<file path="config.mk">
export PLATFORM = sky130hd
export DESIGN_NAME = mic_regs
export DESIGN_NICKNAME = d
export VERILOG_FILES = /design/src/design/mic_regs.v
export VERILOG_INCLUDE_DIRS = /design/src /design/src/design
export SDC_FILE = /design/constraint.sdc
export NUM_CORES = 1
export LEC_CHECK = 0
export BUFFER_PORTS_ARGS = -buffer_cell sky130_fd_sc_hd__buf_2
export CAP_MARGIN = 10
export CORE_MARGIN = 4
export CORE_UTILIZATION = 48
export DETAILED_ROUTE_END_ITERATION = 12
export PLACE_DENSITY = 0.94
export SLEW_MARGIN = 20
export SYNTH_ARGS = -nofsm -noshare
export SYNTH_HDL_FRONTEND = slang
export SYNTH_SLANG_ARGS = --single-unit
</file>
<file path="constraint.sdc">
create_clock -name clk_sys -period 4.3 [get_ports clk_sys]
set_clock_uncertainty 0.2 [all_clocks]
set_input_delay 0.86 -clock clk_sys [delete_from_list [all_inputs] [get_ports clk_sys]]
set_output_delay 0.86 -clock clk_sys [all_outputs]
set_load 0.01 [all_outputs]
</file>
<file path="src/design/mic_map.vh">
// Purpose: constants for the mac interface control register bank
// Assumes: apb with 32-bit data, one word per register
// Notes:   register index 0x0017 gives byte address 0x5c
`ifndef MIC_MAP_VH
`define MIC_MAP_VH

// register indices and byte addresses
`define MIC_CTRL_IDX        16'h0017
`define MIC_CTRL_ADDR       12'h05C
`define MIC_IRQ_STAT_ADDR   12'h060
`define MIC_IRQ_MASK_ADDR   12'h064

// field positions
`define MIC_SGMII_THR_HI    14
`define MIC_SGMII_THR_LO    13
`define MIC_RX_DLY_BIT      12
`define MIC_TX_DLY_BIT      11
`define MIC_RSVD10_BIT      10
`define MIC_RGMII_BIT       9
`define MIC_RSVD8_BIT       8
`define MIC_CLK_SEL_BIT     7
`define MIC_RSVD6_BIT       6
`define MIC_RMII_BIT        5
`define MIC_REV_BIT         4
`define MIC_OVF_BIT         3
`define MIC_UNF_BIT         2
`define MIC_EBUF_HI         1
`define MIC_EBUF_LO         0

// reset values
`define MIC_SGMII_THR_RST   2'b10
`define MIC_EBUF_RST        2'b01
`define MIC_RSVD6_RST       1'b1
`define MIC_REV_RST         1'b0

// interface mode encodings
`define MIC_MODE_MII        2'b00
`define MIC_MODE_RMII       2'b01
`define MIC_MODE_RGMII      2'b10

// timing: rgmii rx clock delay in ps, clock period in ps
`define MIC_RX_DLY_PS       2000
`define MIC_CLK_PERIOD_PS   10000
`define MIC_RX_DLY_CYC      2'd1

// interrupt status bits
`define MIC_IRQ_OVF_BIT     0
`define MIC_IRQ_UNF_BIT     1

`endif

</file>
<file path="src/design/mic_regs.v">
// Purpose: mac interface control register with apb slave and interrupt
// Assumes: straps stable around reset release, fifo events one-cycle pulses
// Notes:   mode, delay and threshold controls are flop outputs
// Notes on behaviour
// - sgmii half-full threshold code, resets to 10
// - rx delay bit delays rx clock 2ns
// - rgmii bit forces rgmii, else rmii bit
// - rmii bit picks rmii or mii
// - clock select strap: 50 or 25 MHz
// - revision 1.0: crs_dv held to end
// - revision 1.2: crs_dv toggles at end
// - overflow reads 0 when seen, read clears
// - underflow reads 0 when seen, read clears
// - elasticity buffer code sets tolerance bits
// - control register at index 0x0017
//
// Register access over APB and the register offsets were left to the implementer.
`include "mic_map.vh"

// overview of the bank
// one 16-bit control word, low half of a 32-bit apb word
// upper half of every register reads zero
// two helper registers: event status and event mask
// unmapped offsets answer with pslverr and read zero
//
// strap handling
// strap fields load on the first edge after reset release
// software writes override strap values afterwards
// straps are not looked at again until the next reset
// a strap that moves after release is simply ignored
//
// fifo status bits
// flags are stored active high, shown inverted in the word
// a read of the control word clears both flags
// an event in the clearing cycle keeps its flag set
// yet an event landing at the setup edge, between capture and clear, is lost
//
// timing of derived controls
// every control output is one flop behind its field
// a write lands at the access edge, outputs one edge later
// interrupt output lags the status register by one edge
//
// limits
// rx delay is reported in whole clock cycles, minimum one
// sgmii threshold is passed on as its raw two-bit code
// reserved read-write bits store and read back only

module mic_regs (
    input  wire        clk_sys,
    input  wire        reset_n,
    input  wire        psel,
    input  wire        penable,
    input  wire        pwrite,
    input  wire [11:0] paddr,
    input  wire [31:0] pwdata,
    output reg  [31:0] prdata,
    output reg         pready,
    output reg         pslverr,
    input  wire        strap_rx_dly,
    input  wire        strap_tx_dly,
    input  wire        strap_rgmii,
    input  wire        strap_clk_sel,
    input  wire        strap_rmii,
    input  wire        rx_fifo_ovf,
    input  wire        rx_fifo_unf,
    output reg  [1:0]  if_mode,
    output reg         rx_clk_dly_en,
    output reg         tx_clk_dly_en,
    output reg         ref_clk_50m,
    output reg         crs_dv_toggle_en,
    output reg  [1:0]  sgmii_thr_bits,
    output reg  [2:0]  ebuf_tol_bits,
    output reg  [1:0]  rx_dly_cycles,
    output reg         irq
);

    reg  [1:0]  sgmii_thr_q;
    reg         rx_dly_q;
    reg         tx_dly_q;
    reg         rsvd10_q;
    reg         rgmii_q;
    reg         rsvd8_q;
    reg         clk_sel_q;
    reg         rsvd6_q;
    reg         rmii_q;
    reg         rev_q;
    reg         ovf_q;
    reg         unf_q;
    reg  [1:0]  ebuf_q;
    reg         strap_done_q;
    reg  [1:0]  irq_stat_q;
    reg  [1:0]  irq_mask_q;
    wire        access;
    wire        wr;
    wire        rd;
    wire        hit_ctrl;
    wire        hit_stat;
    wire        hit_mask;
    wire [15:0] ctrl_val;
    reg  [31:0] rdata_d;

    // map elasticity buffer code to tolerance bits
    function [2:0] ebuf_tol;
        input [1:0] code;
        begin
            case (code)
                2'b00:   ebuf_tol = 3'd5;
                2'b01:   ebuf_tol = 3'd2;
                2'b10:   ebuf_tol = 3'd3;
                default: ebuf_tol = 3'd4;
            endcase
        end
    endfunction

    // map sgmii threshold code to bit count index
    function [1:0] thr_code;
        input [1:0] code;
        begin
            thr_code = code;
        end
    endfunction

    // apb decode, one-cycle access
    // decode is purely combinational on the request
    // actions happen only in the access cycle
    assign access   = psel & penable;
    assign wr       = access & pwrite;
    assign rd       = access & ~pwrite;
    assign hit_ctrl = (paddr == `MIC_CTRL_ADDR);
    assign hit_stat = (paddr == `MIC_IRQ_STAT_ADDR);
    assign hit_mask = (paddr == `MIC_IRQ_MASK_ADDR);

    // assembled control word, status bits active low
    // bit 15 is read-only zero, writes to it are dropped
    // bits 3:2 are read-only, fed from the sticky flags
    assign ctrl_val = {1'b0, sgmii_thr_q, rx_dly_q, tx_dly_q, rsvd10_q, rgmii_q, rsvd8_q,
                       clk_sel_q, rsvd6_q, rmii_q, rev_q, ~ovf_q, ~unf_q, ebuf_q};

    // read data mux
    // default zero covers unmapped offsets
    always @* begin
        rdata_d = 32'h0000_0000;
        if (hit_ctrl) begin
            rdata_d = {16'h0000, ctrl_val};
        end else if (hit_stat) begin
            rdata_d = {30'h0000_0000, irq_stat_q};
        end else if (hit_mask) begin
            rdata_d = {30'h0000_0000, irq_mask_q};
        end
    end

    // control fields, straps caught once after reset release
    // strap fields are zero during reset itself
    // a write in the strap cycle would be lost, so the
    // master must wait past the first edge after release
    always @(posedge clk_sys or negedge reset_n) begin
        if (!reset_n) begin
            sgmii_thr_q  <= `MIC_SGMII_THR_RST;
            rx_dly_q     <= 1'b0;
            tx_dly_q     <= 1'b0;
            rsvd10_q     <= 1'b0;
            rgmii_q      <= 1'b0;
            rsvd8_q      <= 1'b0;
            clk_sel_q    <= 1'b0;
            rsvd6_q      <= `MIC_RSVD6_RST;
            rmii_q       <= 1'b0;
            rev_q        <= `MIC_REV_RST;
            ebuf_q       <= `MIC_EBUF_RST;
            strap_done_q <= 1'b0;
        end else if (!strap_done_q) begin
            strap_done_q <= 1'b1;
            rx_dly_q     <= strap_rx_dly;
            tx_dly_q     <= strap_tx_dly;
            rgmii_q      <= strap_rgmii;
            clk_sel_q    <= strap_clk_sel;
            rmii_q       <= strap_rmii;
        end else if (wr && hit_ctrl) begin
            sgmii_thr_q  <= pwdata[`MIC_SGMII_THR_HI:`MIC_SGMII_THR_LO];
            rx_dly_q     <= pwdata[`MIC_RX_DLY_BIT];
            tx_dly_q     <= pwdata[`MIC_TX_DLY_BIT];
            rsvd10_q     <= pwdata[`MIC_RSVD10_BIT];
            rgmii_q      <= pwdata[`MIC_RGMII_BIT];
            rsvd8_q      <= pwdata[`MIC_RSVD8_BIT];
            clk_sel_q    <= pwdata[`MIC_CLK_SEL_BIT];
            rsvd6_q      <= pwdata[`MIC_RSVD6_BIT];
            rmii_q       <= pwdata[`MIC_RMII_BIT];
            rev_q        <= pwdata[`MIC_REV_BIT];
            ebuf_q       <= pwdata[`MIC_EBUF_HI:`MIC_EBUF_LO];
        end
    end

    // fifo error flags, set wins over clear on read
    // clear acts at the access edge of a control word read
    // the read data was captured one edge earlier
    always @(posedge clk_sys or negedge reset_n) begin
        if (!reset_n) begin
            ovf_q <= 1'b0;
            unf_q <= 1'b0;
        end else begin
            if (rx_fifo_ovf) begin
                ovf_q <= 1'b1;
            end else if (rd && hit_ctrl) begin
                ovf_q <= 1'b0;
            end
            if (rx_fifo_unf) begin
                unf_q <= 1'b1;
            end else if (rd && hit_ctrl) begin
                unf_q <= 1'b0;
            end
        end
    end

    // interrupt status, write one to clear, mask register
    always @(posedge clk_sys or negedge reset_n) begin
        if (!reset_n) begin
            irq_stat_q <= 2'b00;
            irq_mask_q <= 2'b00;
        end else begin
            // overflow status bit: event sets, write one clears
            if (rx_fifo_ovf) begin
                irq_stat_q[`MIC_IRQ_OVF_BIT] <= 1'b1;
            end else if (wr && hit_stat && pwdata[`MIC_IRQ_OVF_BIT]) begin
                irq_stat_q[`MIC_IRQ_OVF_BIT] <= 1'b0;
            end
            // underflow status bit: event sets, write one clears
            if (rx_fifo_unf) begin
                irq_stat_q[`MIC_IRQ_UNF_BIT] <= 1'b1;
            end else if (wr && hit_stat && pwdata[`MIC_IRQ_UNF_BIT]) begin
                irq_stat_q[`MIC_IRQ_UNF_BIT] <= 1'b0;
            end
            // mask register, plain read-write
            if (wr && hit_mask) begin
                irq_mask_q <= pwdata[1:0];
            end
        end
    end

    // apb answer, zero wait states
    // ready rises on the setup edge, stands in the access cycle
    // read data is registered with it and zero otherwise
    always @(posedge clk_sys or negedge reset_n) begin
        if (!reset_n) begin
            prdata  <= 32'h0000_0000;
            pready  <= 1'b0;
            pslverr <= 1'b0;
        end else begin
            pready  <= psel & ~penable;
            pslverr <= psel & ~penable & ~(hit_ctrl | hit_stat | hit_mask);
            prdata  <= (psel & ~penable & ~pwrite) ? rdata_d : 32'h0000_0000;
        end
    end

    // derived controls toward the mac datapath
    // reset levels match the field reset values
    // strap-fed outputs follow one edge after the strap load
    always @(posedge clk_sys or negedge reset_n) begin
        if (!reset_n) begin
            if_mode          <= `MIC_MODE_MII;
            rx_clk_dly_en    <= 1'b0;
            tx_clk_dly_en    <= 1'b0;
            ref_clk_50m      <= 1'b0;
            crs_dv_toggle_en <= 1'b1;
            sgmii_thr_bits   <= `MIC_SGMII_THR_RST;
            ebuf_tol_bits    <= 3'd2;
            rx_dly_cycles    <= 2'd0;
            irq              <= 1'b0;
        end else begin
            if (rgmii_q) begin
                if_mode <= `MIC_MODE_RGMII;
            end else if (rmii_q) begin
                if_mode <= `MIC_MODE_RMII;
            end else begin
                if_mode <= `MIC_MODE_MII;
            end
            rx_clk_dly_en    <= rx_dly_q;
            rx_dly_cycles    <= rx_dly_q ? `MIC_RX_DLY_CYC : 2'd0;
            tx_clk_dly_en    <= tx_dly_q;
            ref_clk_50m      <= clk_sel_q;
            crs_dv_toggle_en <= ~rev_q;
            sgmii_thr_bits   <= thr_code(sgmii_thr_q);
            ebuf_tol_bits    <= ebuf_tol(ebuf_q);
            irq              <= |(irq_stat_q & irq_mask_q);
        end
    end

endmodule

</file>
==> flow_summary_export.csv, run 1 <==
group,metric,value,unit
clock_tree,postCtsSetupBuffers,0,
finish,drive_above_1_share,0.473,
route,wl,3730,µm
job,cap_violations,0,
finish,diodes,0,
clock_tree,cts_tree,"done",
critical_path,arrival,2.44,ns
power,swShare,0.222,
critical_path,crit_type,"in2reg",
floorplanning,die_h,73.4,µm
finish,synthToLayoutAreaGrowth,20.7,%
power,p_int,0.000679,W
sta,setup_violations,0,
finish,finish.utilization,0.610,
grt,grt_start_max_net_pins,50,
clock_tree,holdBufCountCts,0,
floorplanning,num_rows,23,
grt,first_global_vias,1326,
critical_path,startpoint_type,"input port",
synth,synth_area,2050,µm²
sta,fmax,407,MHz
sta,timing.slew.headroom,0.600,
sta,post-route-period-util,0.572,
grt,antenna_found_initial,0,
placed_design,hpwlAfterDp,2830,µm
floorplanning,die_width,73.4,µm
synth,synthCells,153,
power,p_switching,0.000193,W
power,seqPwrFrac,0.551,
floorplanning,initial_utilization,0.506,
critical_path,worstPathMaxFanout,10,
power,combPwrFrac,0.081,
clock_tree,clock_latency,0.29,ns
critical_path,required,4.28,ns
power,leakage,1.26,nW
clock_tree,cts_made_buffers,5,
finish,nets,282,
outcome,status,"complete, no violations",
grt,gr-total-overflow,0,
sta,tightestPinTransition,0.597,ns
floorplanning,pin_count,104,
sta,fin_crit,2.46,ns
route,initialDrtViolationCount,67,
power,p_per_area,352,nW/µm²
route,antenna_left,0,
route,vias_per_cell,4.88,
grt,grt_pass1_wl,6080,µm
clock_tree,cts_num_sinks,49,
sta,rsz0062_at_grt,"no",
clock_tree,root_buffer,"clkbuf_8",
floorplanning,core_area,4060,µm²
finish,nFillCells,330,
clock_tree,ctsHtreeMaxLevel,2,
synth,synth_cell_types,33,
synth,ys_seq_area_frac,0.601,
clock_tree,clk_pin_slew_worst_paths,0.09,ns
grt,track_usage,0.149,
floorplanning,die_area,5380,µm²
hold_path,hp-class,"reg2reg",
route,via_count,1338,
sta,hold_viol,0,
route,drt_pass1_iterations,4,
placed_design,io_buffers,66,
route,routedWlPerCell,13.6,µm
placed_design,gp_congestion,0.794,
synth,yosys_warnings,0,
synth,synth-seq-cells,49,
power,ir_drop,0.214,mV
route,drc_errors,0,
clock_tree,clockBufferDepth,2,
critical_path,end_kind,"flop",
sta,fin_setup_tns,0,ns
synth,syn_area_per_cell,13.4,µm²
sta,slew_violations,0,
power,p_clk_frac,0.367,
clock_tree,cts_resized,0,
state kept, by name, indices dropped and copies added, names as in the netlist, 2 cells and up:
| signal | count |
|---|---|
| irq_stat_q | 2 |
| sgmii_thr_q | 2 |
| ebuf_tol_bits | 3 |
| prdata | 15 |
| if_mode | 2 |
| sgmii_thr_bits | 2 |
| irq_mask_q | 2 |
| ebuf_q | 2 |
kinds of logic after synthesis:
logic type / count (synthesis) / synth area share
fa+ha+maj: 3 / 0.0183
mux: 20 / 0.110
compound gates: 11 / 0.0396
flops: 49 / 0.601
other cells: 2 / 0.00366
simple gates: 42 / 0.145
buf+inv: 26 / 0.0823
routing by layer:
layer | GRT usage | routed length [µm]
met2 | 0.253 | 2010
met5 | 0 | 0
met4 | 0.0584 | 61
met3 | 0.0479 | 269
met1 | 0.175 | 1390
per-stage QoR:
| step | instances | total power (W) | hold slack [ns] | setup slack (ns) | area [µm²] |
|---|---|---|---|---|---|
| after floorplan | 170 | 0.000533 | 0.157 | 1.84 | 2120 |
| after global placement | 266 | 0.000559 | 0.162 | 1.51 | 2360 |
| after detailed placement | 266 | 0.000562 | 0.164 | 1.50 | 2360 |
| after CTS | 274 | 0.000880 | 0.176 | 1.81 | 2470 |
| after global routing | 274 | 0.000911 | 0.184 | 1.72 | 2480 |
| final | 274 | 0.000872 | 0.174 | 1.84 | 2480 |
worst paths after layout:
path,depth (start not counted),to,from,slack [ns]
setup / recovery,5,ebuf_q[1],paddr[1],1.84
hold / removal,0,sgmii_thr_bits[1],sgmii_thr_q[1],0.17
setup reg to reg,3,ebuf_q[1],strap_done_q,2.56
hold reg to reg,0,sgmii_thr_bits[1],sgmii_thr_q[1],0.17
max in group asynchronous,1,prdata[6],reset_n,3.15
min in group asynchronous,1,prdata[0],reset_n,0.37
final cells by class:
type | instances | area, µm² | area share
Clock inverter | 2 | 38.8 | 0.0157
Timing Repair Buffer | 66 | 333 | 0.134
Tap cell | 50 | 62.6 | 0.0253
Clock buffer | 6 | 72.6 | 0.0293
Inverter | 6 | 22.5 | 0.00910
Multi-Input combinational cell | 95 | 713 | 0.288
Sequential cell | 49 | 1230 | 0.498
cells in the final DEF, fill, tap and decap left out, types with 2 or more instances in the layout:
| master | synthesis | layout |
|---|---|---|
| inv_1 | 6 | 6 |
| nand2_1 | 2 | 2 |
| clkbuf_8 | 0 | 5 |
| a21oi_1 | 2 | 2 |
| dfstp_2 | 6 | 6 |
| nand3_1 | 4 | 4 |
| nor2_1 | 7 | 7 |
| nor4_1 | 4 | 4 |
| mux2_2 | 20 | 20 |
| a21o_1 | 4 | 4 |
| buf_2 | 0 | 65 |
| conb_1 | 2 | 19 |
| and2_1 | 11 | 11 |
| a21boi_0 | 2 | 2 |
| ha_1 | 3 | 3 |
| dfrtp_1 | 43 | 43 |
synthesized netlist by cell type:
library cell / number / area share
nor3_2: 1 / 0.0049
nor2b_1: 1 / 0.0031
and3_1: 1 / 0.0031
nor3_4: 1 / 0.0079
a2111oi_0: 1 / 0.0043
nand4_4: 1 / 0.010
nor3b_1: 1 / 0.0037
nand2b_1: 1 / 0.0031
clkbuf_1: 1 / 0.0018
dfrtp_1: 43 / 0.52
nor4_1: 4 / 0.012
and4bb_2: 1 / 0.0061
nand3_1: 4 / 0.0098
nor3b_2: 1 / 0.0061
and4_1: 1 / 0.0043
conb_1: 2 / 0.0037
mux2_2: 20 / 0.11
a21o_1: 4 / 0.015
or3_1: 1 / 0.0031
a22o_1: 1 / 0.0043
a21boi_0: 2 / 0.0073
nand2_1: 2 / 0.0037
inv_1: 6 / 0.011
dfstp_2: 6 / 0.077
o21ai_2: 1 / 0.0043
nor4b_1: 1 / 0.0043
buf_4: 19 / 0.070
a21oi_1: 2 / 0.0049
nand4_1: 1 / 0.0031
nor4_4: 1 / 0.010
nor2_1: 7 / 0.013
and2_1: 11 / 0.034
ha_1: 3 / 0.018
critical path: stages:
cell,delay (ns)
buf_2,0.11
nor4_4,0.39
nand4_4,0.26
nor3_4,0.43
mux2_2,0.38
power by group through the flow:
stage / sequential [W] / clock (W) / combinational [W]
floorplan: 0.000492 / 0 / 0.0000414
global placement: 0.000489 / 0 / 0.0000694
detailed placement: 0.000490 / 0 / 0.0000715
CTS: 0.000481 / 0.000327 / 0.0000719
global route: 0.000483 / 0.000348 / 0.0000799
finish: 0.000481 / 0.000320 / 0.0000711
(Power assumes the default switching activity.)
==> run 2, diff against run 1 <==
--- a/config.mk
+++ b/config.mk
@@ -6,12 +6,13 @@
 export SDC_FILE = /design/constraint.sdc
 export NUM_CORES = 1
 export LEC_CHECK = 0
+export ABC_AREA = 1
 export BUFFER_PORTS_ARGS = -buffer_cell sky130_fd_sc_hd__buf_2
 export CAP_MARGIN = 10
 export CORE_MARGIN = 4
-export CORE_UTILIZATION = 48
+export CORE_UTILIZATION = 46
 export DETAILED_ROUTE_END_ITERATION = 12
-export PLACE_DENSITY = 0.94
+export PLACE_DENSITY = 0.89
 export SLEW_MARGIN = 20
 export SYNTH_ARGS = -nofsm -noshare
 export SYNTH_HDL_FRONTEND = slang
==> constraint.sdc (replaced) <==
create_clock -name clk_sys -period 2.3 [get_ports clk_sys]
set_clock_uncertainty 0.2 [all_clocks]
set_input_delay 0.46 -clock clk_sys [delete_from_list [all_inputs] [get_ports clk_sys]]
set_output_delay 0.46 -clock clk_sys [all_outputs]
set_load 0.01 [all_outputs]
==> run 2 against run 1 <==
Sequential cell count is the same. Clock-buffer cell count is the same. Area after synthesis grew 9.8%. Final cell count grew 39%. Sequential power grew 86%. Register-to-register slack lost 1.6 ns. First-iteration DRC count grew 88%. Critical path type is now reg2out.
==> flow_summary_export.csv, run 2 <==
group,metric,value,unit
route,drc_errors,0,
grt,antenna_found_initial,0,
synth,syn_area_per_cell,9.35,µm²
placed_design,pre_cts_ws,0.375,ns
outcome,status,"complete, no violations",
clock_tree,clock_latency,0.30,ns
clock_tree,root_buffer,"clkbuf_8",
clock_tree,ctsHtreeMaxLevel,2,
grt,track_usage,0.150,
critical_path,arrival,0.94,ns
sta,slew_violations,0,
critical_path,critPathTopFamily,"flip-flops",
synth,synth_area,2250,µm²
critical_path,worstPathMaxFanout,1,
placed_design,io_buffers,66,
finish,synthToLayoutAreaGrowth,19.5,%
critical_path,worst_path_max_delay_cell,"dfstp_2",
synth,synth_common_cells,"nand2_1 (56), dfrtp_1 (43), inv_1 (33)",
power,swShare,0.243,
route,routedWlPerCell,11.6,µm
finish,seq_area,1230,µm²
synth,synthCells,241,
critical_path,crit_type,"reg2out",
synth,synthTopCellsByArea,"dfrtp_1 (48%), nand2_1 (9.3%), dfstp_2 (7.0%)",
synth,synth_edf_count,0,
hold_path,min-delay-start,"rx_fifo_ovf",
synth,ys.flop_type,"dfrtp_1",
route,drt_pass1_iterations,4,
power,p_clk_frac,0.331,
route,antenna_left,0,
critical_path,cp_num_buf_inv,1,
power,ir_drop,0.285,mV
finish,mostFrequentLayoutCell,"buf_2",
sta,hold_viol,0,
job,cap_violations,0,
floorplanning,die_width,78.0,µm
finish,registers.top_by_ff_count,"prdata",
finish,nets,372,
placed_design,place_area,2590,µm²
finish,drive_above_1_share,0.350,
clock_tree,cts_made_buffers,5,
critical_path,end_kind,"output pin",
route,via_count,1725,
synth,ys_seq_area_frac,0.547,
hold_path,hp-class,"in2reg",
sta,fin_ws,0.703,ns
floorplanning,die_h,78.0,µm
finish,fin_cells,381,
synth,yosys_warnings,0,
power,seqPwrFrac,0.572,
critical_path,worstSetupStartpoint,"crs_dv_toggle_en",
sta,setup_violations,0,
power,leakage,1.49,nW
grt,grt_pass1_wl,7060,µm
clock_tree,clockBufferDepth,2,
floorplanning,pin_count,104,
sta,fin_crit,1.60,ns
critical_path,required,1.64,ns
synth,synthArstFlopShare,1.00,
power,p_switching,0.000380,W
placed_design,gp_congestion,0.817,
clock_tree,cts_num_sinks,49,
route,wl,4420,µm
finish,nFillCells,391,
floorplanning,num_rows,25,
grt,grt_start_max_net_pins,27,
floorplanning,initial_utilization,0.477,
critical_path,r2r-start,"strap_done_q",
floorplanning,die_area,6080,µm²
sta,post-route-period-util,0.694,
clock_tree,cts_tree,"done",
finish,fin_area,2690,µm²
sta,fin_setup_tns,0,ns
finish,diodes,0,
synth,synth_cell_types,24,
clock_tree,clk_pin_slew_worst_paths,0.09,ns
grt,gr-total-overflow,0,
sta,rsz0062_at_grt,"no",
critical_path,startpoint_type,"flop",
critical_path,worstPathCellList,"buf_2",
placed_design,hpwlAfterDp,3460,µm
finish,largest_register_ffs,15,
sta,tightestPinTransition,0.542,ns
synth,yosysMostFrequentCell,"nand2_1",
synth,synth-seq-cells,49,
power,p_per_area,580,nW/µm²
finish,final_cell_mix,"buf_2 (66), nand2_1 (56), dfrtp_1 (43)",
critical_path,max_stage_delay,0.52,ns
route,initialDrtViolationCount,126,
power,p_int,0.00118,W
synth,synth_top_cell_by_area,"dfrtp_1",
route,vias_per_cell,4.53,
placed_design,dp_cells,372,
grt,first_global_vias,1641,
floorplanning,core_area,4720,µm²
finish,multi_input_area,777,µm²
sta,fmax,626,MHz
finish,reg_top3,"prdata (15), ebuf_tol_bits (3)",
sta,timing.slew.headroom,0.638,
power,combPwrFrac,0.097,
synth,synth_top_area_frac,0.478,
==> run 2: logic make-up (layout without fill, tap and decap cells) <==
family	count (synthesis)	count (layout)	share of synthesized area
adder cells (fa/ha/maj)	3	3	0.0167
AND/OR/NAND/NOR	122	122	0.263
buffers and inverters	57	113	0.136
other	2	19	0.00333
multiplexers	5	5	0.0250
flip-flops	49	49	0.547
AO/OA/AOI/OAI	3	3	0.00833
==> run 2: final cells by class <==
type	count	area share
clock buffer	6	0.0307
tap	67	0.0311
sequential	49	0.458
inverter	33	0.0460
multi-input combinational	152	0.289
clock inverter	2	0.00511
timing repair buffer	72	0.140
==> run 2: power by group through the flow <==
stage / registers (W) / logic [W] / clock network [W]
2_1_floorplan: 0.000915 / 0.0000929 / 0
4_1_cts: 0.000894 / 0.000152 / 0.000527
3_5_place_dp: 0.000911 / 0.000150 / 0
5_1_grt: 0.000898 / 0.000169 / 0.000569
3_3_place_gp: 0.000910 / 0.000144 / 0
6_report: 0.000894 / 0.000151 / 0.000517
==> run 2: what timing repair did <==
item                                    4_1_cts  5_1_grt
endpoints found under the hold margin        21        0
hold buffers                                  1        0
gates resized for setup                       0        0
setup buffers                                 0        0
endpoints found under the setup margin        0        0
==> run 2: tightest hold or removal path, stage by stage <==
cell and delay, ns:
buf_2 0.07, inv_1 0.04, nand2_1 0.05
==> run 2: worst paths after layout <==
kind | depth (start not counted) | slack, ns | endpoint
worst max-delay path | 1 | 0.70 | crs_dv_toggle_en
min in group asynchronous | 2 | 0.48 | prdata[4]
worst min register to register | 0 | 0.18 | sgmii_thr_bits[1]
max in group asynchronous | 3 | 0.78 | sgmii_thr_q[1]
worst max register to register | 4 | 0.94 | rsvd10_q
worst min-delay path | 3 | 0.16 | ovf_q
==> run 2: stage by stage <==
step / power [W] / hold slack, ns / utilization
final: 0.00156 / 0.156 / 0.570
after global routing: 0.00164 / 0.157 / 0.570
after CTS: 0.00157 / 0.152 / 0.570
after detailed placement: 0.00106 / 0.166 / 0.548
after global placement: 0.00105 / 0.164 / 0.548
after floorplan: 0.00101 / -0.0356 / -
==> run 2: layer usage <==
| layer | vias up | GRT usage | part of all wire | wire length (µm) |
|---|---|---|---|---|
| li1 | 847 | - | - | - |
| met4 | 0 | 0.0629 | 0.015 | 68 |
| met5 | - | 0 | 0 | 0 |
| met3 | 7 | 0.0371 | 0.069 | 305 |
| met2 | 67 | 0.276 | 0.54 | 2400 |
| met1 | 804 | 0.163 | 0.37 | 1650 |
